$ cat src/verilog/rcp_pkg.sv
// Constants and types shared by the repeater control port command logic.
`default_nettype none

package rcp_pkg;

  // Port counts and LED target indices.
  localparam int unsigned NUM_PAIR   = 4;
  localparam int unsigned NUM_LED    = 6;
  localparam int unsigned LED_AUI    = 4;
  localparam int unsigned LED_GLOBAL = 5;

  // Command opcodes in the upper nibble of a command byte.
  localparam logic [3:0] OP_STATUS  = 4'h8;
  localparam logic [3:0] OP_LED_OFF = 4'h9;
  localparam logic [3:0] OP_LED_A   = 4'hB;
  localparam logic [3:0] OP_LED_B   = 4'hC;
  localparam logic [3:0] OP_RATE    = 4'hE;

  // LED target codes in the lower nibble.
  localparam logic [3:0] TGT_AUI      = 4'h8;
  localparam logic [3:0] TGT_ALL_PAIR = 4'hB;
  localparam logic [3:0] TGT_ALL      = 4'hC;
  localparam logic [3:0] TGT_GLOBAL   = 4'hD;

  // Field positions inside command and status bytes.
  localparam int unsigned CMD_RATE_SEL_BIT = 3;
  localparam int unsigned CMD_CLR_B_BIT    = 2;
  localparam int unsigned CMD_CLR_SL_BIT   = 1;
  localparam int unsigned STAT_P_BIT       = 7;
  localparam int unsigned STAT_B_BIT       = 6;
  localparam int unsigned STAT_S_BIT       = 5;
  localparam int unsigned STAT_L_BIT       = 4;

  typedef enum logic [1:0] {RATE_OFF, RATE_SLOW, RATE_FAST, RATE_SOLID} rcp_rate_e;

  // Values after reset.
  localparam logic      LINK_TEST_RST = 1'b1;
  localparam logic      LINK_PULSE_RST = 1'b1;
  localparam logic      POL_CORR_RST  = 1'b1;
  localparam logic      EXT_DIST_RST  = 1'b0;
  localparam logic      OVR_RST       = 1'b0;
  localparam rcp_rate_e RATE_RST      = RATE_OFF;

  // Blink timing: each period is split in two equal halves.
  localparam int unsigned CLK_HZ              = 20_000_000;
  localparam int unsigned BLINK_SLOW_MS       = 512;
  localparam int unsigned BLINK_FAST_MS       = 1560;
  localparam int unsigned BLINK_SLOW_HALF_CYC = BLINK_SLOW_MS * (CLK_HZ / 1000) / 2;
  localparam int unsigned BLINK_FAST_HALF_CYC = BLINK_FAST_MS * (CLK_HZ / 1000) / 2;
  localparam int unsigned BLINK_CNT_W         = 24;

endpackage

`default_nettype wire

$ cat src/verilog/rcp_link_if.sv
// Internal carrier between the command core, the serial shifter and the blink generator.
`default_nettype none

interface rcp_link_if;
  import rcp_pkg::*;

  logic      cmd_vld;
  logic [7:0] cmd_byte;
  logic      rsp_load;
  logic [7:0] rsp_byte;
  rcp_rate_e rate;
  logic      blink_on;

  modport ctl (input cmd_vld, input cmd_byte, output rsp_load, output rsp_byte, output rate, input blink_on);
  modport shf (output cmd_vld, output cmd_byte, input rsp_load, input rsp_byte);
  modport blk (input rate, output blink_on);
endinterface

`default_nettype wire

$ cat src/verilog/rcp_serial_shift.sv
// Serial control port shifter: bytes in and out, least significant bit first.
`default_nettype none

module rcp_serial_shift
  import rcp_pkg::*;
(
  input  wire logic mclk,
  input  wire logic rst_b,
  input  wire logic ser_clk,
  input  wire logic ser_din,
  input  wire logic ser_sel_b,
  output logic      ser_dout,
  rcp_link_if.shf   lnk
);

  logic       clk_prev_reg;
  logic [2:0] bit_cnt_reg;
  logic [7:0] in_reg;
  logic [7:0] out_reg;
  logic       rise;
  logic       fall;

  assign rise = ser_clk & ~clk_prev_reg;
  assign fall = ~ser_clk & clk_prev_reg;

  always_ff @(posedge mclk or negedge rst_b)
  begin
    if (!rst_b)
      clk_prev_reg <= 1'b0;
    else
      clk_prev_reg <= ser_clk;
  end

  // A deselected port drops any partial byte so framing always restarts cleanly.
  always_ff @(posedge mclk or negedge rst_b)
  begin
    if (!rst_b)
    begin
      bit_cnt_reg  <= 3'h0;
      in_reg       <= 8'h00;
      lnk.cmd_vld  <= 1'b0;
      lnk.cmd_byte <= 8'h00;
    end
    else
    begin
      lnk.cmd_vld <= 1'b0;
      if (ser_sel_b)
        bit_cnt_reg <= 3'h0;
      else if (rise)
      begin
        in_reg      <= {ser_din, in_reg[7:1]};
        bit_cnt_reg <= bit_cnt_reg + 3'h1;
        if (bit_cnt_reg == 3'h7)
        begin
          lnk.cmd_vld  <= 1'b1;
          lnk.cmd_byte <= {ser_din, in_reg[7:1]};
        end
      end
    end
  end

  always_ff @(posedge mclk or negedge rst_b)
  begin
    if (!rst_b)
    begin
      out_reg  <= 8'h00;
      ser_dout <= 1'b0;
    end
    else if (lnk.rsp_load)
      out_reg <= lnk.rsp_byte;
    else if (fall && !ser_sel_b)
    begin
      ser_dout <= out_reg[0];
      out_reg  <= {1'b0, out_reg[7:1]};
    end
  end

endmodule

`default_nettype wire

$ cat src/verilog/rcp_blink_gen.sv
// Blink phase generator for software-overridden LEDs.
`default_nettype none

module rcp_blink_gen
  import rcp_pkg::*;
#(
  parameter int unsigned SLOW_HALF_CYC = BLINK_SLOW_HALF_CYC,
  parameter int unsigned FAST_HALF_CYC = BLINK_FAST_HALF_CYC
)
(
  input  wire logic mclk,
  input  wire logic rst_b,
  rcp_link_if.blk   lnk
);

  logic [BLINK_CNT_W-1:0] cnt_reg;
  logic [BLINK_CNT_W-1:0] half_last;
  logic                   phase_reg;
  rcp_rate_e              rate_prev_reg;

  assign half_last = (lnk.rate == RATE_FAST) ? BLINK_CNT_W'(FAST_HALF_CYC - 1) : BLINK_CNT_W'(SLOW_HALF_CYC - 1);

  // A new rate restarts the period so the first half after a change has full length.
  always_ff @(posedge mclk or negedge rst_b)
  begin
    if (!rst_b)
    begin
      cnt_reg       <= '0;
      phase_reg     <= 1'b0;
      rate_prev_reg <= RATE_RST;
    end
    else
    begin
      rate_prev_reg <= lnk.rate;
      if (lnk.rate != rate_prev_reg || lnk.rate == RATE_OFF || lnk.rate == RATE_SOLID)
      begin
        cnt_reg   <= '0;
        phase_reg <= 1'b1;
      end
      else if (cnt_reg >= half_last)
      begin
        cnt_reg   <= '0;
        phase_reg <= ~phase_reg;
      end
      else
        cnt_reg <= cnt_reg + 1'b1;
    end
  end

  always_comb
  begin
    unique case (lnk.rate)
      RATE_OFF:   lnk.blink_on = 1'b0;
      RATE_SOLID: lnk.blink_on = 1'b1;
      RATE_SLOW,
      RATE_FAST:  lnk.blink_on = phase_reg;
    endcase
  end

endmodule

`default_nettype wire

$ cat src/verilog/rcp_ctrl_port.sv
// Repeater control port command interpreter: per-pair options, LED override and attachment status.
//
// Notes on behaviour
// - Link test enable command turns checking on.
// - Link pulse disable stops pulses on pair.
// - Link pulse enable resumes pulses on pair.
// - Polarity correction disable stops correcting that pair.
// - Command input level at reset sets correction.
// - Enabled correction inverts receiver on reversed polarity.
// - Extended distance disable restores normal squelch.
// - Extended distance enable lowers squelch; off at reset.
// - Two low command bits select pair.
// - LED target decode; reserved codes select nothing.
// - Override disable returns LEDs to attributes.
// - No LED override after reset.
// - Bank A override blinks at last rate.
// - Bank B override blinks at last rate.
// - Rate code picks off, slow, fast, solid.
// - Blink rate is off after reset.
// - Status byte carries connect bit then flags.
// - Bit rate error flag sticky, read clears.
// - Serial bytes move least significant bit first.
// - Signal quality error flag sticky, read clears.
`default_nettype none

module rcp_ctrl_port
  import rcp_pkg::*;
#(
  parameter int unsigned SLOW_HALF_CYC = BLINK_SLOW_HALF_CYC,
  parameter int unsigned FAST_HALF_CYC = BLINK_FAST_HALF_CYC
)
(
  input  wire logic                mclk,
  input  wire logic                rst_b,
  input  wire logic                ser_clk,
  input  wire logic                ser_din,
  input  wire logic                ser_sel_b,
  output logic                     ser_dout,
  input  wire logic [NUM_PAIR-1:0] pair_link_pass,
  input  wire logic [NUM_PAIR-1:0] pair_pol_reversed,
  input  wire logic                aui_connected,
  input  wire logic                aui_rate_err_evt,
  input  wire logic                aui_sqe_err_evt,
  input  wire logic                aui_loop_err_evt,
  input  wire logic [NUM_LED-1:0]  led_a_attr,
  input  wire logic [NUM_LED-1:0]  led_b_attr,
  output logic [NUM_PAIR-1:0]      link_test_en,
  output logic [NUM_PAIR-1:0]      link_pulse_en,
  output logic [NUM_PAIR-1:0]      pol_corr_en,
  output logic [NUM_PAIR-1:0]      ext_dist_en,
  output logic [NUM_PAIR-1:0]      pair_rx_invert,
  output logic [NUM_PAIR-1:0]      pair_disconnect,
  output logic [NUM_LED-1:0]       led_a_oe,
  output logic [NUM_LED-1:0]       led_b_oe,
  output logic [1:0]               blink_rate
);

  rcp_link_if lnk ();

  logic [NUM_PAIR-1:0] link_test_reg;
  logic [NUM_PAIR-1:0] link_pulse_reg;
  logic [NUM_PAIR-1:0] pol_corr_reg;
  logic [NUM_PAIR-1:0] ext_dist_reg;
  logic [NUM_PAIR-1:0] link_test_next;
  logic [NUM_PAIR-1:0] link_pulse_next;
  logic [NUM_PAIR-1:0] pol_corr_next;
  logic [NUM_PAIR-1:0] ext_dist_next;
  logic [NUM_PAIR-1:0] rx_invert_reg;
  logic [NUM_PAIR-1:0] disconnect_reg;
  logic                strap_done_reg;
  logic [NUM_LED-1:0]  ovr_a_reg;
  logic [NUM_LED-1:0]  ovr_b_reg;
  logic [NUM_LED-1:0]  led_a_reg;
  logic [NUM_LED-1:0]  led_b_reg;
  logic [NUM_LED-1:0]  tgt_mask;
  rcp_rate_e           rate_reg;
  logic                rate_err_reg;
  logic                sqe_err_reg;
  logic                loop_err_reg;
  logic [7:0]          attachment_status_flags;
  logic [3:0]          op;
  logic                pair_cmd;
  logic                status_cmd;
  logic                rate_cmd;

  // Target decode shared by the three LED override commands.
  function automatic logic [NUM_LED-1:0] led_target(input logic [3:0] code);
    logic [NUM_LED-1:0] m;
    m = '0;
    if (code[3:2] == 2'b00)
      m[code[1:0]] = 1'b1;
    else if (code == TGT_AUI)
      m[LED_AUI] = 1'b1;
    else if (code == TGT_ALL_PAIR)
      m[NUM_PAIR-1:0] = '1;
    else if (code == TGT_ALL)
      m[LED_AUI:0] = '1;
    else if (code == TGT_GLOBAL)
      m[LED_GLOBAL] = 1'b1;
    return m;
  endfunction

  // Per-pair option commands occupy 0100 through 0111 with bit 2 clear.
  function automatic logic is_pair_cmd(input logic [7:0] c);
    return (c[7:6] == 2'b01) && !c[2];
  endfunction

  assign op         = lnk.cmd_byte[7:4];
  assign pair_cmd   = lnk.cmd_vld && is_pair_cmd(lnk.cmd_byte);
  assign rate_cmd   = lnk.cmd_vld && op == OP_RATE && lnk.cmd_byte[CMD_RATE_SEL_BIT] && !lnk.cmd_byte[2];
  assign status_cmd = lnk.cmd_vld && op == OP_STATUS && lnk.cmd_byte[3] && lnk.cmd_byte[0];
  assign tgt_mask   = led_target(lnk.cmd_byte[3:0]);

  rcp_serial_shift u_shift (
    .mclk      (mclk),
    .rst_b     (rst_b),
    .ser_clk   (ser_clk),
    .ser_din   (ser_din),
    .ser_sel_b (ser_sel_b),
    .ser_dout  (ser_dout),
    .lnk       (lnk.shf)
  );

  rcp_blink_gen #(
    .SLOW_HALF_CYC (SLOW_HALF_CYC),
    .FAST_HALF_CYC (FAST_HALF_CYC)
  ) u_blink (
    .mclk  (mclk),
    .rst_b (rst_b),
    .lnk   (lnk.blk)
  );

  // Bit 4 carries the new value; bits 5 and 3 name which option is written.
  for (genvar gi = 0; gi < NUM_PAIR; gi++)
  begin : g_pair
    logic hit;
    assign hit = pair_cmd && lnk.cmd_byte[1:0] == 2'(gi);
    assign link_test_next[gi] = (hit && {lnk.cmd_byte[5], lnk.cmd_byte[3]} == 2'b00) ? lnk.cmd_byte[4]
                                                                                      : link_test_reg[gi];
    assign link_pulse_next[gi] = (hit && {lnk.cmd_byte[5], lnk.cmd_byte[3]} == 2'b01) ? lnk.cmd_byte[4]
                                                                                       : link_pulse_reg[gi];
    assign pol_corr_next[gi] = (hit && {lnk.cmd_byte[5], lnk.cmd_byte[3]} == 2'b10) ? lnk.cmd_byte[4]
                                                                                     : pol_corr_reg[gi];
    assign ext_dist_next[gi] = (hit && {lnk.cmd_byte[5], lnk.cmd_byte[3]} == 2'b11) ? lnk.cmd_byte[4]
                                                                                     : ext_dist_reg[gi];
  end

  always_ff @(posedge mclk or negedge rst_b)
  begin
    if (!rst_b)
    begin
      link_test_reg  <= {NUM_PAIR{LINK_TEST_RST}};
      link_pulse_reg <= {NUM_PAIR{LINK_PULSE_RST}};
      ext_dist_reg   <= {NUM_PAIR{EXT_DIST_RST}};
    end
    else
    begin
      link_test_reg  <= link_test_next;
      link_pulse_reg <= link_pulse_next;
      ext_dist_reg   <= ext_dist_next;
    end
  end

  // The strap is caught on the first clock after release, never by the reset itself.
  always_ff @(posedge mclk or negedge rst_b)
  begin
    if (!rst_b)
    begin
      strap_done_reg <= 1'b0;
      pol_corr_reg   <= {NUM_PAIR{POL_CORR_RST}};
    end
    else if (!strap_done_reg)
    begin
      strap_done_reg <= 1'b1;
      pol_corr_reg   <= {NUM_PAIR{~ser_din}};
    end
    else
      pol_corr_reg <= pol_corr_next;
  end

  // Once inverted the receiver stays inverted; only turning correction off undoes it.
  always_ff @(posedge mclk or negedge rst_b)
  begin
    if (!rst_b)
      rx_invert_reg <= '0;
    else
      rx_invert_reg <= pol_corr_reg & (rx_invert_reg | pair_pol_reversed);
  end

  always_ff @(posedge mclk or negedge rst_b)
  begin
    if (!rst_b)
      disconnect_reg <= '0;
    else
      disconnect_reg <= link_test_reg & ~pair_link_pass;
  end

  always_ff @(posedge mclk or negedge rst_b)
  begin
    if (!rst_b)
      rate_reg <= RATE_RST;
    else if (rate_cmd)
      rate_reg <= rcp_rate_e'(lnk.cmd_byte[1:0]);
  end

  // Disable clears both banks for the target, since one command covers a port's LEDs.
  always_ff @(posedge mclk or negedge rst_b)
  begin
    if (!rst_b)
    begin
      ovr_a_reg <= {NUM_LED{OVR_RST}};
      ovr_b_reg <= {NUM_LED{OVR_RST}};
    end
    else if (lnk.cmd_vld)
    begin
      unique case (op)
        OP_LED_OFF:
        begin
          ovr_a_reg <= ovr_a_reg & ~tgt_mask;
          ovr_b_reg <= ovr_b_reg & ~tgt_mask;
        end
        OP_LED_A: ovr_a_reg <= ovr_a_reg | tgt_mask;
        OP_LED_B: ovr_b_reg <= ovr_b_reg | tgt_mask;
        default:
        begin
          ovr_a_reg <= ovr_a_reg;
          ovr_b_reg <= ovr_b_reg;
        end
      endcase
    end
  end

  // Overridden drivers follow the shared blink phase, so the rate set last applies to both banks.
  always_ff @(posedge mclk or negedge rst_b)
  begin
    if (!rst_b)
    begin
      led_a_reg <= '0;
      led_b_reg <= '0;
    end
    else
    begin
      led_a_reg <= (ovr_a_reg & {NUM_LED{lnk.blink_on}}) | (~ovr_a_reg & led_a_attr);
      led_b_reg <= (ovr_b_reg & {NUM_LED{lnk.blink_on}}) | (~ovr_b_reg & led_b_attr);
    end
  end

  // A flag event in the clearing cycle survives: the set term is applied after the clear.
  always_ff @(posedge mclk or negedge rst_b)
  begin
    if (!rst_b)
    begin
      rate_err_reg <= 1'b0;
      sqe_err_reg  <= 1'b0;
      loop_err_reg <= 1'b0;
    end
    else
    begin
      rate_err_reg <= aui_rate_err_evt
                      | (rate_err_reg & ~(status_cmd & lnk.cmd_byte[CMD_CLR_B_BIT]));
      sqe_err_reg  <= aui_sqe_err_evt
                      | (sqe_err_reg & ~(status_cmd & lnk.cmd_byte[CMD_CLR_SL_BIT]));
      loop_err_reg <= aui_loop_err_evt
                      | (loop_err_reg & ~(status_cmd & lnk.cmd_byte[CMD_CLR_SL_BIT]));
    end
  end

  always_comb
  begin
    attachment_status_flags             = 8'h00;
    attachment_status_flags[STAT_P_BIT] = aui_connected;
    attachment_status_flags[STAT_B_BIT] = rate_err_reg;
    attachment_status_flags[STAT_S_BIT] = sqe_err_reg;
    attachment_status_flags[STAT_L_BIT] = loop_err_reg;
  end

  assign lnk.rsp_load = status_cmd;
  assign lnk.rsp_byte = attachment_status_flags;
  assign lnk.rate     = rate_reg;

  assign link_test_en    = link_test_reg;
  assign link_pulse_en   = link_pulse_reg;
  assign pol_corr_en     = pol_corr_reg;
  assign ext_dist_en     = ext_dist_reg;
  assign pair_rx_invert  = rx_invert_reg;
  assign pair_disconnect = disconnect_reg;
  assign led_a_oe        = led_a_reg;
  assign led_b_oe        = led_b_reg;
  assign blink_rate      = rate_reg;

endmodule

`default_nettype wire

$ cat config.mk
export PLATFORM = sky130hd
export DESIGN_NAME = rcp_ctrl_port
export DESIGN_NICKNAME = d
export VERILOG_FILES = /design/src/verilog/rcp_pkg.sv /design/src/verilog/rcp_link_if.sv /design/src/verilog/rcp_serial_shift.sv /design/src/verilog/rcp_blink_gen.sv /design/src/verilog/rcp_ctrl_port.sv
export SDC_FILE = /design/constraint.sdc
export NUM_CORES = 1
export LEC_CHECK = 0
export BUFFER_PORTS_ARGS = -buffer_cell sky130_fd_sc_hd__buf_4
export CAP_MARGIN = 20
export CORE_UTILIZATION = 35
export CTS_BUF_LIST = sky130_fd_sc_hd__clkbuf_16
export DETAILED_ROUTE_END_ITERATION = 6
export GPL_TIMING_DRIVEN = 0
export MAX_ROUTING_LAYER = met4
export RECOVER_POWER = 25
export SLEW_MARGIN = 10
export SYNTH_ARGS = -nofsm -noshare
export SYNTH_HDL_FRONTEND = slang
export SYNTH_SLANG_ARGS = --single-unit
$ cat constraint.sdc
create_clock -name mclk -period 2.35 [get_ports mclk]
set_clock_uncertainty 0.1 [all_clocks]
set_input_delay 0.1175 -clock mclk [delete_from_list [all_inputs] [get_ports mclk]]
set_output_delay 0.1175 -clock mclk [all_outputs]
set_load 0.05 [all_outputs]
==> flow_metrics.py <==
metrics = {
    "flow_run": {
        "maxCapViolations": 0,
    },
    "synth": {
        "syn_area_um2": 4946,
        "synth.ff_latch_count": 110,
        "synth_flop_cell": "sky130_fd_sc_hd__dfrtp_1",
        "yosysTopAreaCellShare_pct": 49.58,
        "synthDistinctLibCells": 49,
        "synth_area_leader_cell": "sky130_fd_sc_hd__dfrtp_1",
        "post_synth_main_area_contributors": "sky130_fd_sc_hd__dfrtp_1 (50%), sky130_fd_sc_hd__mux2_2 (9.8%), sky130_fd_sc_hd__dfstp_2 (6.4%), sky130_fd_sc_hd__nor2_1 (3.8%), sky130_fd_sc_hd__nand2_1 (3.3%)",
        "ys_seq_area_share_pct": 55.96,
        "synthesis.instances": 431,
        "asyncSetResetFlopFracSynth_pct": 100.0,
        "postSynthAreaPerCell_um2": 11.48,
        "ys.warnings.count": 0,
        "synth_enable_flop_cells": 0,
        "synth.net_count": 469,
    },
    "routing": {
        "overall_via_count_from_detail_route": 3513,
        "first_iteration_detailed_routing_drc_count": 170,
        "route.detailed.vias_per_inst": 4.799,
        "detail_route.drc_violations": 0,
        "drt.antenna.violating_nets": 0,
        "drt-total-wl_um": 10430,
        "drt_first_pass_iters": 4,
        "wl_per_cell_um": 14.25,
    },
    "grt": {
        "grt_first_pass_wirelength_um": 17150,
        "grt_antenna_before_repair": 0,
        "grt_start_max_net_pins": 111,
        "grt_use_total_pct": 15.69,
        "via_count_of_the_first_global_routing_pass": 3504,
        "global_route.overflow_total": 0,
    },
    "cells_and_area": {
        "antenna_cells": 0,
        "layout_commonest_cell": "sky130_fd_sc_hd__dfrtp_1",
        "commonest_non_fill_non_tap_cells_in_the_layout": "sky130_fd_sc_hd__dfrtp_1 (96), sky130_fd_sc_hd__buf_4 (71), sky130_fd_sc_hd__nor2_1 (48)",
        "layout.nets": 585,
        "drive_above_1_share_pct": 29.35,
        "area.growth.synth_to_final_pct": 29.77,
        "finalCoreUtilization_pct": 46.42,
        "post-route-cell-area_um2": 6419,
    },
    "place": {
        "gp_congestion": 0.7947,
        "pre_cts_ws_ps": -217.7,
        "dp_hpwl_um": 6974,
        "dpl-instance-area_um2": 5708,
        "place.port_buffers": 67,
    },
    "floorplan": {
        "die_width_um": 120.9,
        "top_level_ports": 68,
        "row_count": 43,
        "core_area_um2": 13830,
        "fp.dieH_um": 120.9,
        "start_util_pct": 35.77,
        "design.die.area_um2": 14610,
    },
    "timing": {
        "tightest_slew_ps": 1107,
        "rsz0062_at_grt": "yes",
        "timing.final.crit_period_ps": 2387,
        "fmaxAchievable_mhz": 418.9,
        "fin_ws_ps": -37.00,
        "final.period_utilization_pct": 101.6,
        "maxSlewHeadroom_pct": 26.21,
        "hold_viol": 0,
        "finalMaxSlewViolations": 0,
        "setup-violations-final": 9,
    },
    "worst_hold_path": {
        "timing.hold.worst_path_depth": 3,
        "worstHoldStart": "pair_link_pass[1]",
        "hold_path_class": "primary input to register",
        "worst_hold_end": "pair_disconnect[1]",
    },
    "setup_path": {
        "worstSetupStartpointType": "register",
        "data_arrival_critical_path_ps": 2520,
        "worstSetupPathType": "register to register",
        "setup.worst_path.end_class": "register",
        "rrSetupSlack_ps": -40,
        "worst_r2r_startpoint": "blink_rate[0]",
        "crit_path_max_fanout": 4,
        "reg2regPathDepth": 11,
        "timing.rr.end": "u_blink.phase_reg",
        "crit_required_ps": 2480,
    },
    "clock_tree": {
        "clk_latency_ps": 350,
        "cts.htree.levels": 3,
        "cts_root_buffer": "sky130_fd_sc_hd__clkbuf_16",
        "cts_inserted_buffers": 9,
        "clock_sinks": 110,
        "clockBufferDepth": 2,
        "clk_transition_reported_paths_ps": 70,
        "cts_tree": "done",
    },
    "power_and_ir_drop": {
        "total_leakage_power_nw": 2.858,
        "pwr_cell_area_nw_per_um2": 599.3,
        "vdd_ir_drop_max_uv": 466.4,
    },
    "run_status": {
        "run_status": "complete, but fails checks",
        "violations_in_the_final_reports": "setup timing",
    },
}
==> kinds of logic after synthesis <==
kind of cell	count (synthesis)	synth area share (%)
adder cells (fa/ha/maj)	9	2.277
buffers and inverters	20	2.049
AO/OA/AOI/OAI	39	4.604
multiplexers	61	13.63
AND/OR/NAND/NOR	166	16.97
other	1	0.07582
flip-flops	110	55.96
XOR/XNOR	25	4.427
==> metal layers <==
layer,track usage [%],wire length (um),vias up
met1,19.26,4598,1748
met2,25.46,5362,46
met4,6.481,199,0
li1,-,-,1704
met3,2.914,269,15
met5,-,0,-
==> report_power, final <==
group | total (mW) | internal, mW | switching, mW
logic | 0.420 | 0.190 | 0.231
clock network | 1.34 | 0.698 | 0.643
registers | 2.09 | 2.02 | 0.0706
total | 3.85 | 2.90 | 0.944
==> through the flow <==
| stage | setup TNS [ps] | hold WS [ps] | power (mW) | cells |
|---|---|---|---|---|
| floorplan | -89.02 | -278.1 | 2.341 | 431 |
| finish | -170.5 | 361.7 | 3.847 | 732 |
| detailed placement | -2529 | 150.4 | 2.511 | 678 |
| CTS | 0 | 332.5 | 3.911 | 726 |
| global placement | -1090 | 144.8 | 2.496 | 678 |
| global route | -1294 | 361.2 | 4.028 | 732 |
==> cell type report <==
| type | instances | area, um^2 |
|---|---|---|
| tap | 180 | 225.2 |
| inverter | 4 | 20.02 |
| sequential | 110 | 2770 |
| clock inverter | 7 | 31.28 |
| fill | 1319 | 7408 |
| buffer | 16 | 90.09 |
| multi-input combinational | 301 | 2148 |
| timing repair buffer | 105 | 908.4 |
| clock buffer | 9 | 225.2 |
==> synthesized netlist by cell type (all sizes together), types with 5 or more instances <==
cell    instances
xor2           17
a21o            5
dfstp          12
nand2          44
a21oi          16
o21ai          10
nand4           9
nor2           51
nor2b          10
and3            5
dfrtp          98
buf             7
mux2i          13
xnor2           8
clkbuf          9
mux2           48
nand3          12
nand2b          7
ha              9
nor3            6
==> repair_timing <==
item	CTS	global route
hold endpoints to repair	128	0
hold buffers	28	0
gates resized for setup	6	7
cloned	0	1
pin swaps	3	4
buffers inserted	4	4
setup endpoints to repair	21	23
==> worst max-delay path by stage <==
stage / depth (start not counted) / end / startpoint / slack (ps)
finish: 11 / u_blink.phase_reg / blink_rate[0] / -40
global placement: 11 / u_blink.phase_reg / blink_rate[0] / -150
detailed placement: 11 / u_blink.phase_reg / blink_rate[0] / -220
CTS: 11 / u_blink.phase_reg / blink_rate[0] / 0.8
floorplan: 11 / u_blink.phase_reg / blink_rate[0] / -90
global route: 13 / u_blink.cnt_reg[21] / blink_rate[0] / -100
==> critical path, stage by stage (launching register included) <==
cell and delay (ps):
sky130_fd_sc_hd__dfrtp_2 430, sky130_fd_sc_hd__inv_4 70, sky130_fd_sc_hd__ha_4 140, sky130_fd_sc_hd__inv_4 50, sky130_fd_sc_hd__ha_4 280, sky130_fd_sc_hd__nand2b_4 60
sky130_fd_sc_hd__nor4_4 310, sky130_fd_sc_hd__nand2_1 120, sky130_fd_sc_hd__a211oi_2 150, sky130_fd_sc_hd__or3_1 140, sky130_fd_sc_hd__buf_6 130, sky130_fd_sc_hd__mux2_4 290
No activity file was read; power rests on OpenSTA's default activity.
